[config.mk]
export PLATFORM = sky130hd
export DESIGN_NAME = pll_lock_detect_vco_cal_control
export DESIGN_NICKNAME = d
export VERILOG_FILES = /design/src/pkg/pll_cal_pkg.sv /design/src/hdl/pll_lock_detect_vco_cal_control.sv
export VERILOG_INCLUDE_DIRS = /design/src /design/src/pkg
export SDC_FILE = /design/constraint.sdc
export NUM_CORES = 1
export LEC_CHECK = 0
export BUFFER_PORTS_ARGS = -buffer_cell sky130_fd_sc_hd__buf_2
export CAP_MARGIN = 20
export CORE_MARGIN = 2
export CORE_UTILIZATION = 46
export DETAILED_ROUTE_END_ITERATION = 10
export PLACE_DENSITY = 0.74
export SETUP_SLACK_MARGIN = 0.2
export SYNTH_ARGS = -nofsm -noshare
export SYNTH_HDL_FRONTEND = slang
export SYNTH_SLANG_ARGS = --single-unit
[constraint.sdc]
create_clock -name core_clk_in -period 2.56 [get_ports core_clk_in]
set_clock_uncertainty 0.2 [all_clocks]
set_input_delay 0.512 -clock core_clk_in [delete_from_list [all_inputs] [get_ports core_clk_in]]
set_output_delay 0.512 -clock core_clk_in [all_outputs]
set_load 0.005 [all_outputs]
[src/pkg/pll_cal_defs.svh]
// Overview of operation
// - lock detect runs unless disable bit 3 set
// - calibration clock is reference divided down
// - bits [2:1] select divide 2,4,8,16
// - ratio 16 works always, longest calibration
// - calibration starts on active bit 0 rising
`ifndef PLL_CAL_DEFS_SVH
`define PLL_CAL_DEFS_SVH
`define CTRL_RESET 8'h06
`define LOCK_DET_OFF_BIT 3
`define CAL_DIV_HI 2
`define CAL_DIV_LO 1
`define CAL_NOW_BIT 0
`define CAL_DIV_SEL_2 2'h0
`define CAL_DIV_SEL_4 2'h1
`define CAL_DIV_SEL_8 2'h2
`define CAL_DIV_SEL_16 2'h3
`define CAL_DIV2_TERM 4'h0
`define CAL_DIV4_TERM 4'h1
`define CAL_DIV8_TERM 4'h3
`define CAL_DIV16_TERM 4'h7
`define DIV_CNT_CLEAR 4'h0
`define DIV_CNT_STEP 4'h1
`define CAL_CNT_CLEAR 16'h0000
`define CAL_CNT_STEP 16'h0001
`define CAL_CYCLES_DEFAULT 16'h0400
`define LOCK_DET_EN_RESET 1'h1
`define CAL_CLK_RESET 1'h0
`define CAL_BUSY_RESET 1'h0
`define CAL_DONE_RESET 1'h0
`endif

[src/pkg/pll_cal_pkg.sv]
package pll_cal_pkg;
  typedef enum logic [1:0] {
    cal_idle = 2'h0,
    cal_run = 2'h1,
    cal_done = 2'h3
  } cal_state_t;
  typedef struct packed {
    logic lock_detect_en;
    logic cal_clk;
    logic cal_busy;
    logic cal_done;
  } cal_status_t;
endpackage

[src/hdl/pll_lock_detect_vco_cal_control.sv]
`timescale 1ns/1ps
`include "pll_cal_defs.svh"
module pll_lock_detect_vco_cal_control #(
  parameter logic [15:0] CAL_CYCLES = `CAL_CYCLES_DEFAULT
) (
  input wire logic core_clk_in,
  input wire logic rst_b_in,
  input wire logic ref_clk_tick_in,
  input wire logic wr_en_in,
  input wire logic [7:0] wr_data_in,
  input wire logic update_in,
  output pll_cal_pkg::cal_status_t status_out,
  output logic [7:0] ctrl_active_out,
  output logic [7:0] ctrl_buffer_out
);
  import pll_cal_pkg::*;

  // ----------------------------------------
  // state layout
  // ----------------------------------------
  typedef struct packed {
    logic [7:0] buf_reg;
    logic [7:0] act_reg;
    logic [3:0] div_cnt;
    logic [15:0] cal_cnt;
    cal_state_t st;
    cal_status_t stat;
  } state_t;

  state_t s_reg;
  state_t s_next;

  // ----------------------------------------
  // reset values
  // ----------------------------------------
  localparam cal_status_t STAT_RESET = '{
    lock_detect_en: `LOCK_DET_EN_RESET,
    cal_clk: `CAL_CLK_RESET,
    cal_busy: `CAL_BUSY_RESET,
    cal_done: `CAL_DONE_RESET
  };

  localparam state_t STATE_RESET = '{
    buf_reg: `CTRL_RESET,
    act_reg: `CTRL_RESET,
    div_cnt: `DIV_CNT_CLEAR,
    cal_cnt: `CAL_CNT_CLEAR,
    st: cal_idle,
    stat: STAT_RESET
  };

  // ----------------------------------------
  // field decode
  // ----------------------------------------
  // divider field of a control byte
  function automatic logic [1:0] div_sel(input logic [7:0] ctrl);
    div_sel = ctrl[`CAL_DIV_HI:`CAL_DIV_LO];
  endfunction

  // calibrate-now bit of a control byte
  function automatic logic cal_now(input logic [7:0] ctrl);
    cal_now = ctrl[`CAL_NOW_BIT];
  endfunction

  // lock detect disable bit of a control byte
  function automatic logic lock_off(input logic [7:0] ctrl);
    lock_off = ctrl[`LOCK_DET_OFF_BIT];
  endfunction

  // ----------------------------------------
  // divider helpers
  // ----------------------------------------
  // last count of a half period per divider code
  function automatic logic [3:0] div_terminal(input logic [1:0] sel);
    unique case (sel)
      `CAL_DIV_SEL_2: div_terminal = `CAL_DIV2_TERM;
      `CAL_DIV_SEL_4: div_terminal = `CAL_DIV4_TERM;
      `CAL_DIV_SEL_8: div_terminal = `CAL_DIV8_TERM;
      `CAL_DIV_SEL_16: div_terminal = `CAL_DIV16_TERM;
    endcase
  endfunction

  // half period ends on this tick
  function automatic logic half_end(
    input logic tick,
    input logic [3:0] cnt,
    input logic [3:0] term
  );
    half_end = tick & (cnt >= term);
  endfunction

  // divider count after this cycle
  function automatic logic [3:0] div_count_next(
    input logic tick,
    input logic wrap,
    input logic [3:0] cnt
  );
    if (!tick) begin
      div_count_next = cnt;
    end else if (wrap) begin
      div_count_next = `DIV_CNT_CLEAR;
    end else begin
      div_count_next = cnt + `DIV_CNT_STEP;
    end
  endfunction

  // ----------------------------------------
  // calibration helpers
  // ----------------------------------------
  // calibrate-now goes low to high
  function automatic logic cal_rise(
    input logic [7:0] old_ctrl,
    input logic [7:0] new_ctrl
  );
    cal_rise = ~cal_now(old_ctrl) & cal_now(new_ctrl);
  endfunction

  // one full calibration clock period ends
  function automatic logic period_end(
    input logic wrap,
    input logic clk_level
  );
    period_end = wrap & clk_level;
  endfunction

  // last calibration clock period reached
  function automatic logic cal_last(input logic [15:0] cnt);
    cal_last = (cnt >= CAL_CYCLES - `CAL_CNT_STEP);
  endfunction

  // flags decoded from the sequencer state
  function automatic logic is_busy(input cal_state_t st);
    is_busy = (st == cal_run);
  endfunction

  function automatic logic is_done(input cal_state_t st);
    is_done = (st == cal_done);
  endfunction

  // ----------------------------------------
  // active register selection
  // ----------------------------------------
  function automatic logic [7:0] act_next(
    input logic upd,
    input logic wr,
    input logic [7:0] data,
    input logic [7:0] buf_val,
    input logic [7:0] act_val
  );
    if (!upd) begin
      act_next = act_val;
    end else if (wr) begin
      act_next = data;
    end else begin
      act_next = buf_val;
    end
  endfunction

  // ----------------------------------------
  // next state
  // ----------------------------------------
  always_comb begin
    logic [3:0] term;
    logic wrap;
    logic cal_edge;
    term = div_terminal(div_sel(s_reg.act_reg));
    wrap = half_end(ref_clk_tick_in, s_reg.div_cnt, term);
    cal_edge = 1'h0;
    s_next = s_reg;

    // buffer and active registers
    if (wr_en_in) begin
      s_next.buf_reg = wr_data_in;
    end
    s_next.act_reg = act_next(update_in, wr_en_in, wr_data_in, s_reg.buf_reg, s_reg.act_reg);
    cal_edge = cal_rise(s_reg.act_reg, s_next.act_reg);

    // lock detect enable
    s_next.stat.lock_detect_en = ~lock_off(s_reg.act_reg);

    // calibration clock divider
    s_next.div_cnt = div_count_next(ref_clk_tick_in, wrap, s_reg.div_cnt);
    if (wrap) begin
      s_next.stat.cal_clk = ~s_reg.stat.cal_clk;
    end

    // calibration sequencer
    unique case (s_reg.st)
      cal_idle, cal_done: begin
        if (cal_edge) begin
          s_next.st = cal_run;
          s_next.cal_cnt = `CAL_CNT_CLEAR;
        end
      end
      cal_run: begin
        if (period_end(wrap, s_reg.stat.cal_clk)) begin
          if (cal_last(s_reg.cal_cnt)) begin
            s_next.st = cal_done;
          end else begin
            s_next.cal_cnt = s_reg.cal_cnt + `CAL_CNT_STEP;
          end
        end
      end
      default: begin
        s_next.st = cal_idle;
      end
    endcase

    // status flags follow the sequencer
    s_next.stat.cal_busy = is_busy(s_next.st);
    s_next.stat.cal_done = is_done(s_next.st);
  end

  // ----------------------------------------
  // registers
  // ----------------------------------------
  always_ff @(posedge core_clk_in or negedge rst_b_in) begin
    if (!rst_b_in) begin
      s_reg <= STATE_RESET;
    end else begin
      s_reg <= s_next;
    end
  end

  // ----------------------------------------
  // outputs
  // ----------------------------------------
  assign status_out = s_reg.stat;
  assign ctrl_active_out = s_reg.act_reg;
  assign ctrl_buffer_out = s_reg.buf_reg;
endmodule

==> results of run 1 <==
-- synthesized netlist by cell type (all sizes together) --
cell type / instances / area share [%]
a211oi: 1 / 0.37
a21oi: 3 / 0.92
a31oi: 3 / 0.92
a41oi: 1 / 0.43
and2: 5 / 1.5
and2b: 1 / 0.43
and3: 4 / 1.2
buf: 21 / 7.9
clkbuf: 4 / 0.80
dfrtp: 37 / 46
dfstp: 5 / 6.5
ha: 7 / 4.3
inv: 10 / 1.8
mux2: 7 / 3.9
mux2i: 1 / 0.49
nand2: 20 / 3.7
nand2b: 1 / 0.31
nand3: 2 / 0.49
nand3b: 1 / 0.37
nand4: 1 / 0.31
nor2: 26 / 4.8
nor2b: 6 / 1.8
nor3: 2 / 0.49
nor3b: 2 / 1.3
nor4: 1 / 0.31
o21ai: 19 / 4.7
o22ai: 2 / 0.62
o31a: 1 / 0.43
o31ai: 4 / 1.5
o41ai: 1 / 0.43
or2: 1 / 0.31
or4b: 1 / 0.49
xnor2: 1 / 0.43
-- how the worst max path moves through the flow --
stage	start	end	slack (ns)
after floorplan	ctrl_active_out[2]$_DFFE_PN1P_	s_reg[13]$_DFFE_PN0P_	0.23
after global placement	ctrl_active_out[2]$_DFFE_PN1P_	s_reg[13]$_DFFE_PN0P_	0.08
after detailed placement	ctrl_active_out[2]$_DFFE_PN1P_	s_reg[13]$_DFFE_PN0P_	0.03
after CTS	ctrl_active_out[2]$_DFFE_PN1P_	s_reg[13]$_DFFE_PN0P_	0.19
after global routing	ctrl_active_out[2]$_DFFE_PN1P_	s_reg[13]$_DFFE_PN0P_	0.07
final	ctrl_active_out[2]$_DFFE_PN1P_	s_reg[13]$_DFFE_PN0P_	0.18
-- layout make-up --
cell class / count / area (µm²)
inverter: 10 / 37.5
timing repair buffer: 44 / 253
sequential: 42 / 1060
tap: 52 / 65.1
clock buffer: 5 / 68.8
clock inverter: 3 / 21.3
multi-input combinational: 125 / 871
fill: 374 / 1920
-- worst max-delay path, cell delays in order, from the launching register on --
cell and delay, ns:
dfstp_2 0.58, nand2_2 0.08, ha_4 0.28, nand2_4 0.05, o21ai_4 0.17, nor3b_4 0.29, a21oi_4 0.10, or4b_1 0.48
nand2_1 0.08
-- kinds of logic after synthesis --
kind of cell	Yosys count	synth area share [%]
XOR/XNOR	1	0.431
buffers and inverters	35	10.6
AND/OR/NAND/NOR	74	17.9
AO/OA/AOI/OAI	35	10.3
multiplexers	8	4.37
adder cells (fa/ha/maj)	7	4.31
flip-flops	42	52.1
-- layout by cell type (no fill, tap or decap), types with 2 or more instances in the layout --
| cell | netlist | routed |
|---|---|---|
| ha_4 | 0 | 3 |
| dfrtp_1 | 37 | 37 |
| and3_1 | 4 | 4 |
| nor2_1 | 26 | 26 |
| dfstp_2 | 5 | 5 |
| nor2b_1 | 6 | 6 |
| a21oi_1 | 2 | 2 |
| clkbuf_8 | 0 | 5 |
| o21ai_0 | 18 | 11 |
| buf_2 | 0 | 32 |
| buf_4 | 20 | 11 |
| ha_1 | 7 | 4 |
| and2_1 | 5 | 4 |
| nand3_1 | 2 | 2 |
| o21ai_1 | 1 | 6 |
| a31oi_1 | 3 | 2 |
| nand2_1 | 20 | 18 |
| o22ai_1 | 2 | 2 |
| o31ai_1 | 4 | 4 |
| inv_1 | 10 | 9 |
| mux2_2 | 7 | 7 |
-- metal layers --
| layer | global-route usage [%] | routed length (µm) |
|---|---|---|
| met5 | 0 | 0 |
| met4 | 6.84 | 45 |
| met3 | 5.19 | 189 |
| met2 | 24.6 | 1880 |
| met1 | 19.9 | 1690 |
-- power by group --
part           switching, mW  total [mW]  leakage [nW]  internal (mW)
registers             0.0733       0.833         0.523          0.760
logic                  0.338       0.657         0.551          0.319
clock network          0.233       0.425        0.0441          0.191
total                  0.645        1.92          1.12           1.27
-- timing repair --
| action | in CTS | in global routing |
|---|---|---|
| hold endpoints to repair | 9 | 0 |
| gates resized for setup | 3 | 23 |
| pin swaps | 4 | 9 |
| setup endpoints to repair | 13 | 13 |
| hold buffers | 1 | 0 |
| setup buffers | 4 | 1 |
==> impl_metrics.py, run 1 <==
metrics = {
    "sta": {
        "whs_ns": 0.198,
        "drv_slew": 0,
        "min_period_ns": 2.38,
        "maxSlewHeadroom_pct": 75.4,
        "hold_viol_final": 0,
        "fmax_ghz": 0.421,
        "post-route-period-util_pct": 92.8,
        "worst-slew-pin-transition_ns": 0.368,
        "setup-violations-final": 0,
        "rsz0062_at_grt": "yes",
        "setup_tns_ns": 0,
        "setup_slack_ns": 0.184,
    },
    "critical_path": {
        "path_class": "flip-flop to flip-flop",
        "crit_path_start_kind": "flip-flop",
        "rr_startpoint": "ctrl_active_out[2]$_DFFE_PN1P_",
        "r2r_cells": 8,
        "worstPathMaxFanout": 4,
        "worstSetupEndpointType": "flip-flop",
        "reg2reg_to": "s_reg[13]$_DFFE_PN0P_",
        "r2r_slack_ns": 0.18,
        "worstPathArrival_ns": 2.41,
        "required_ns": 2.60,
    },
    "layout": {
        "largest_register_ffs": 22,
        "drive_gt1_share_pct": 36.2,
        "diodes": 0,
        "area_growth_pct": 16.9,
        "nNetsFinal": 248,
        "final_area_mm2": 0.00237,
        "fin_cells": 281,
        "fin_util_pct": 55.3,
    },
    "place": {
        "dpl-instance-area_mm2": 0.00213,
        "dp_worst_setup_slack_ns": 0.0287,
        "gp_congestion": 0.823,
        "hpwl_mm": 2.56,
        "numPortBuffers": 32,
        "dp_cells": 267,
    },
    "cts": {
        "clkTransAtPathRegs_ns": 0.08,
        "clk_root_buffer_cell": "clkbuf_8",
        "cts_tree": "built",
        "clock_path_buffers": 2,
        "cts.sinks": 42,
        "cts_made_buffers": 5,
        "clk_latency_ns": 0.30,
        "h-tree-depth": 2,
    },
    "routing": {
        "wl_mm": 3.80,
        "wire_per_inst_um": 13.5,
        "via_per_inst": 5.15,
        "via_count": 1446,
        "drc_errors": 0,
        "dr.pass1.iters": 4,
        "dr.first_iter.drc_count": 63,
        "postRouteAntennaNets": 0,
    },
    "logic_synthesis": {
        "syn_area_mm2": 0.00203,
        "ys_seq_area_share_pct": 52.1,
        "syn-num-nets": 222,
        "synth-warning-count": 0,
        "synth_seq_cells": 42,
        "synth_cell_type_count": 38,
        "synthCells": 202,
        "avgSynthCellArea_um2": 10.1,
    },
    "die": {
        "start_util_pct": 47.3,
        "pin_count": 33,
        "core-area_mm2": 0.00429,
        "placementRows": 24,
        "die_h_um": 70.4,
        "dieArea_mm2": 0.00496,
        "die_w_um": 70.4,
    },
    "global_route": {
        "antenna_found_initial": 0,
        "grt_pass1_wl_mm": 6.15,
        "grtUsageTotal_pct": 15.7,
        "grt_pass1_vias": 1421,
        "grt_max_degree": 17,
        "overflow": 0,
    },
    "power": {
        "total_power_mw": 1.92,
        "ir_worst_vdd_mv": 0.453,
        "powerDensity_mw_per_mm2": 807,
        "cellLeakagePower_nw": 1.12,
    },
    "status": {
        "status": "finished, final reports clean",
    },
    "flow_run": {
        "drv_cap": 0,
    },
    "min_path": {
        "hp-class": "flip-flop to flip-flop",
        "min_from": "ctrl_active_out[3]$_DFFE_PN0P_",
        "min_to": "status_out[3]$_DFF_PN1_",
        "hold_depth": 1,
    },
}
Power figures use the tool's default switching activity.
==> run 2, diff against run 1 <==
CELL_PAD_IN_SITES_DETAIL_PLACEMENT = 1   (was default)
CELL_PAD_IN_SITES_GLOBAL_PLACEMENT = 2   (was default)
CORE_MARGIN = default   (was 2)
CORE_UTILIZATION = 31   (was 46)
PLACE_DENSITY = 0.77   (was 0.74)
==> run 2 against run 1 <==
Against the previous run:
- combinational power decreased by 1%
- first-iteration DRC count decreased by 52%
- count of clock-buffer cells in the layout unchanged
- worst setup slack improved by 0.0073 ns
- largest power group unchanged
- critical path depth unchanged
- sequential power about the same
- routed wire length increased by 3.7%
- worst hold slack got worse by 0.12 ns
==> impl_metrics.py, run 2 (synthesis gave the netlist of run 1 again) <==
metrics = {
    "sta": {
        "whs_ns": 0.0745,
        "post-route-period-util_pct": 92.5,
        "setup_tns_ns": 0,
        "fmax_ghz": 0.422,
        "min_period_ns": 2.37,
        "worst-slew-pin-transition_ns": 0.547,
        "maxSlewHeadroom_pct": 63.5,
        "rsz0062_at_grt": "yes",
        "drv_slew": 0,
        "setup-violations-final": 0,
        "hold_viol_final": 0,
    },
    "routing": {
        "via_count": 1440,
        "wire_per_inst_um": 12.9,
        "dr.first_iter.drc_count": 30,
        "dr.pass1.iters": 4,
        "postRouteAntennaNets": 0,
        "wl_mm": 3.94,
        "via_per_inst": 4.72,
        "drc_errors": 0,
    },
    "critical_path": {
        "path_class": "flip-flop to flip-flop",
        "crit_chain": "nand2_2 -> ha_4 -> nand2_2 -> o21ai_2 -> nor3b_4 -> a21oi_4 -> or4b_1 -> nand2_1",
        "critPathTopFamily": "simple AND/OR/NAND/NOR gates",
        "slowest_stage": "dfstp_2",
        "worstPathMaxFanout": 4,
        "slowest_delay_ns": 0.58,
        "cpMostUsedCell": "nand2_2",
        "worstSetupEndpointType": "flip-flop",
        "worstPathArrival_ns": 2.41,
        "required_ns": 2.60,
        "crit_path_start_kind": "flip-flop",
        "cp_num_buf_inv": 0,
    },
    "global_route": {
        "grtUsageTotal_pct": 12.3,
        "grt_max_degree": 43,
        "grt_pass1_vias": 1507,
        "antenna_found_initial": 0,
        "overflow": 0,
        "grt_pass1_wl_mm": 6.93,
    },
    "cts": {
        "clk_latency_ns": 0.29,
        "clock_path_buffers": 2,
        "cts_made_buffers": 5,
        "cts_tree": "built",
        "cts.sinks": 42,
        "clkTransAtPathRegs_ns": 0.09,
        "holdBufCountCts": 0,
        "clk_root_buffer_cell": "clkbuf_8",
        "h-tree-depth": 2,
    },
    "die": {
        "core-area_mm2": 0.00635,
        "die_h_um": 82.9,
        "die_w_um": 82.9,
        "start_util_pct": 32.0,
        "placementRows": 29,
        "dieArea_mm2": 0.00688,
        "pin_count": 33,
    },
    "layout": {
        "area_growth_pct": 15.9,
        "final_common_cell": "dfrtp_1",
        "drive_gt1_share_pct": 34.2,
        "layout_common_cells": "dfrtp_1 (37), buf_2 (32), nor2_1 (26), nand2_1 (18), o21ai_0 (13)",
        "largest_register_ffs": 22,
        "final_area_mm2": 0.00235,
        "fin_cells": 305,
        "diodes": 0,
        "nNetsFinal": 247,
    },
    "status": {
        "status": "finished, final reports clean",
    },
    "power": {
        "cellLeakagePower_nw": 1.11,
        "ir_worst_vdd_mv": 0.371,
        "powerDensity_mw_per_mm2": 819,
    },
    "min_path": {
        "hp-class": "primary input to async pin",
    },
    "flow_run": {
        "drv_cap": 0,
    },
    "place": {
        "gp_congestion": 0.688,
        "dpl-instance-area_mm2": 0.00216,
        "numPortBuffers": 32,
        "dp_cells": 292,
        "hpwl_mm": 2.84,
    },
}
[run 2: stage by stage]
stage	setup WS, ns	utilization (%)	total power, mW
finish	0.192	37.1	1.93
global route	0.107	37.1	2.07
CTS	0.135	36.0	1.86
detailed placement	0.112	34.0	1.37
global placement	0.221	34.0	1.35
floorplan	0.231	-	1.23
[run 2: layout make-up]
cell class | instances | area, µm²
clock buffer | 5 | 68.8
multi-input combinational | 125 | 826
fill | 733 | 4000
clock inverter | 3 | 25.0
tap | 77 | 96.3
inverter | 10 | 37.5
sequential | 42 | 1060
timing repair buffer | 43 | 243
[run 2: metal layers]
metal,global-route usage [%],up-vias,routed length [µm]
met5,0,-,0
met4,2.82,0,34
met3,3.48,4,157
met2,19.4,28,1850
met1,16.7,699,1910
li1,-,709,-
[run 2: final timing paths]
path | from | to | slack, ns | depth (start not counted)
worst max-delay path | ctrl_active_out[2]$_DFFE_PN1P_ | s_reg[13]$_DFFE_PN0P_ | 0.19 | 8
worst min-delay path | rst_b_in | s_reg[22]$_DFFE_PN0P_ | 0.07 | 2
worst max register to register | ctrl_active_out[2]$_DFFE_PN1P_ | s_reg[13]$_DFFE_PN0P_ | 0.19 | 8
worst min register to register | ctrl_active_out[3]$_DFFE_PN0P_ | status_out[3]$_DFF_PN1_ | 0.21 | 1
max in group asynchronous | rst_b_in | s_reg[11]$_DFFE_PN0P_ | 1.70 | 2
min in group core_clk_in | ctrl_active_out[3]$_DFFE_PN0P_ | status_out[3]$_DFF_PN1_ | 0.21 | 1
[run 2: power breakdown]
| group | internal, mW | switching [mW] | total, mW |
|---|---|---|---|
| Clock | 0.197 | 0.248 | 0.445 |
| Combinational | 0.326 | 0.324 | 0.650 |
| Sequential | 0.759 | 0.0718 | 0.831 |
| Total | 1.28 | 0.644 | 1.93 |
[run 2: timing repair]
action | 4_1_cts | 5_1_grt
buffers inserted | 2 | 3
endpoints found under the setup margin | 12 | 11
resized for setup | 4 | 13
pin swaps | 2 | 2
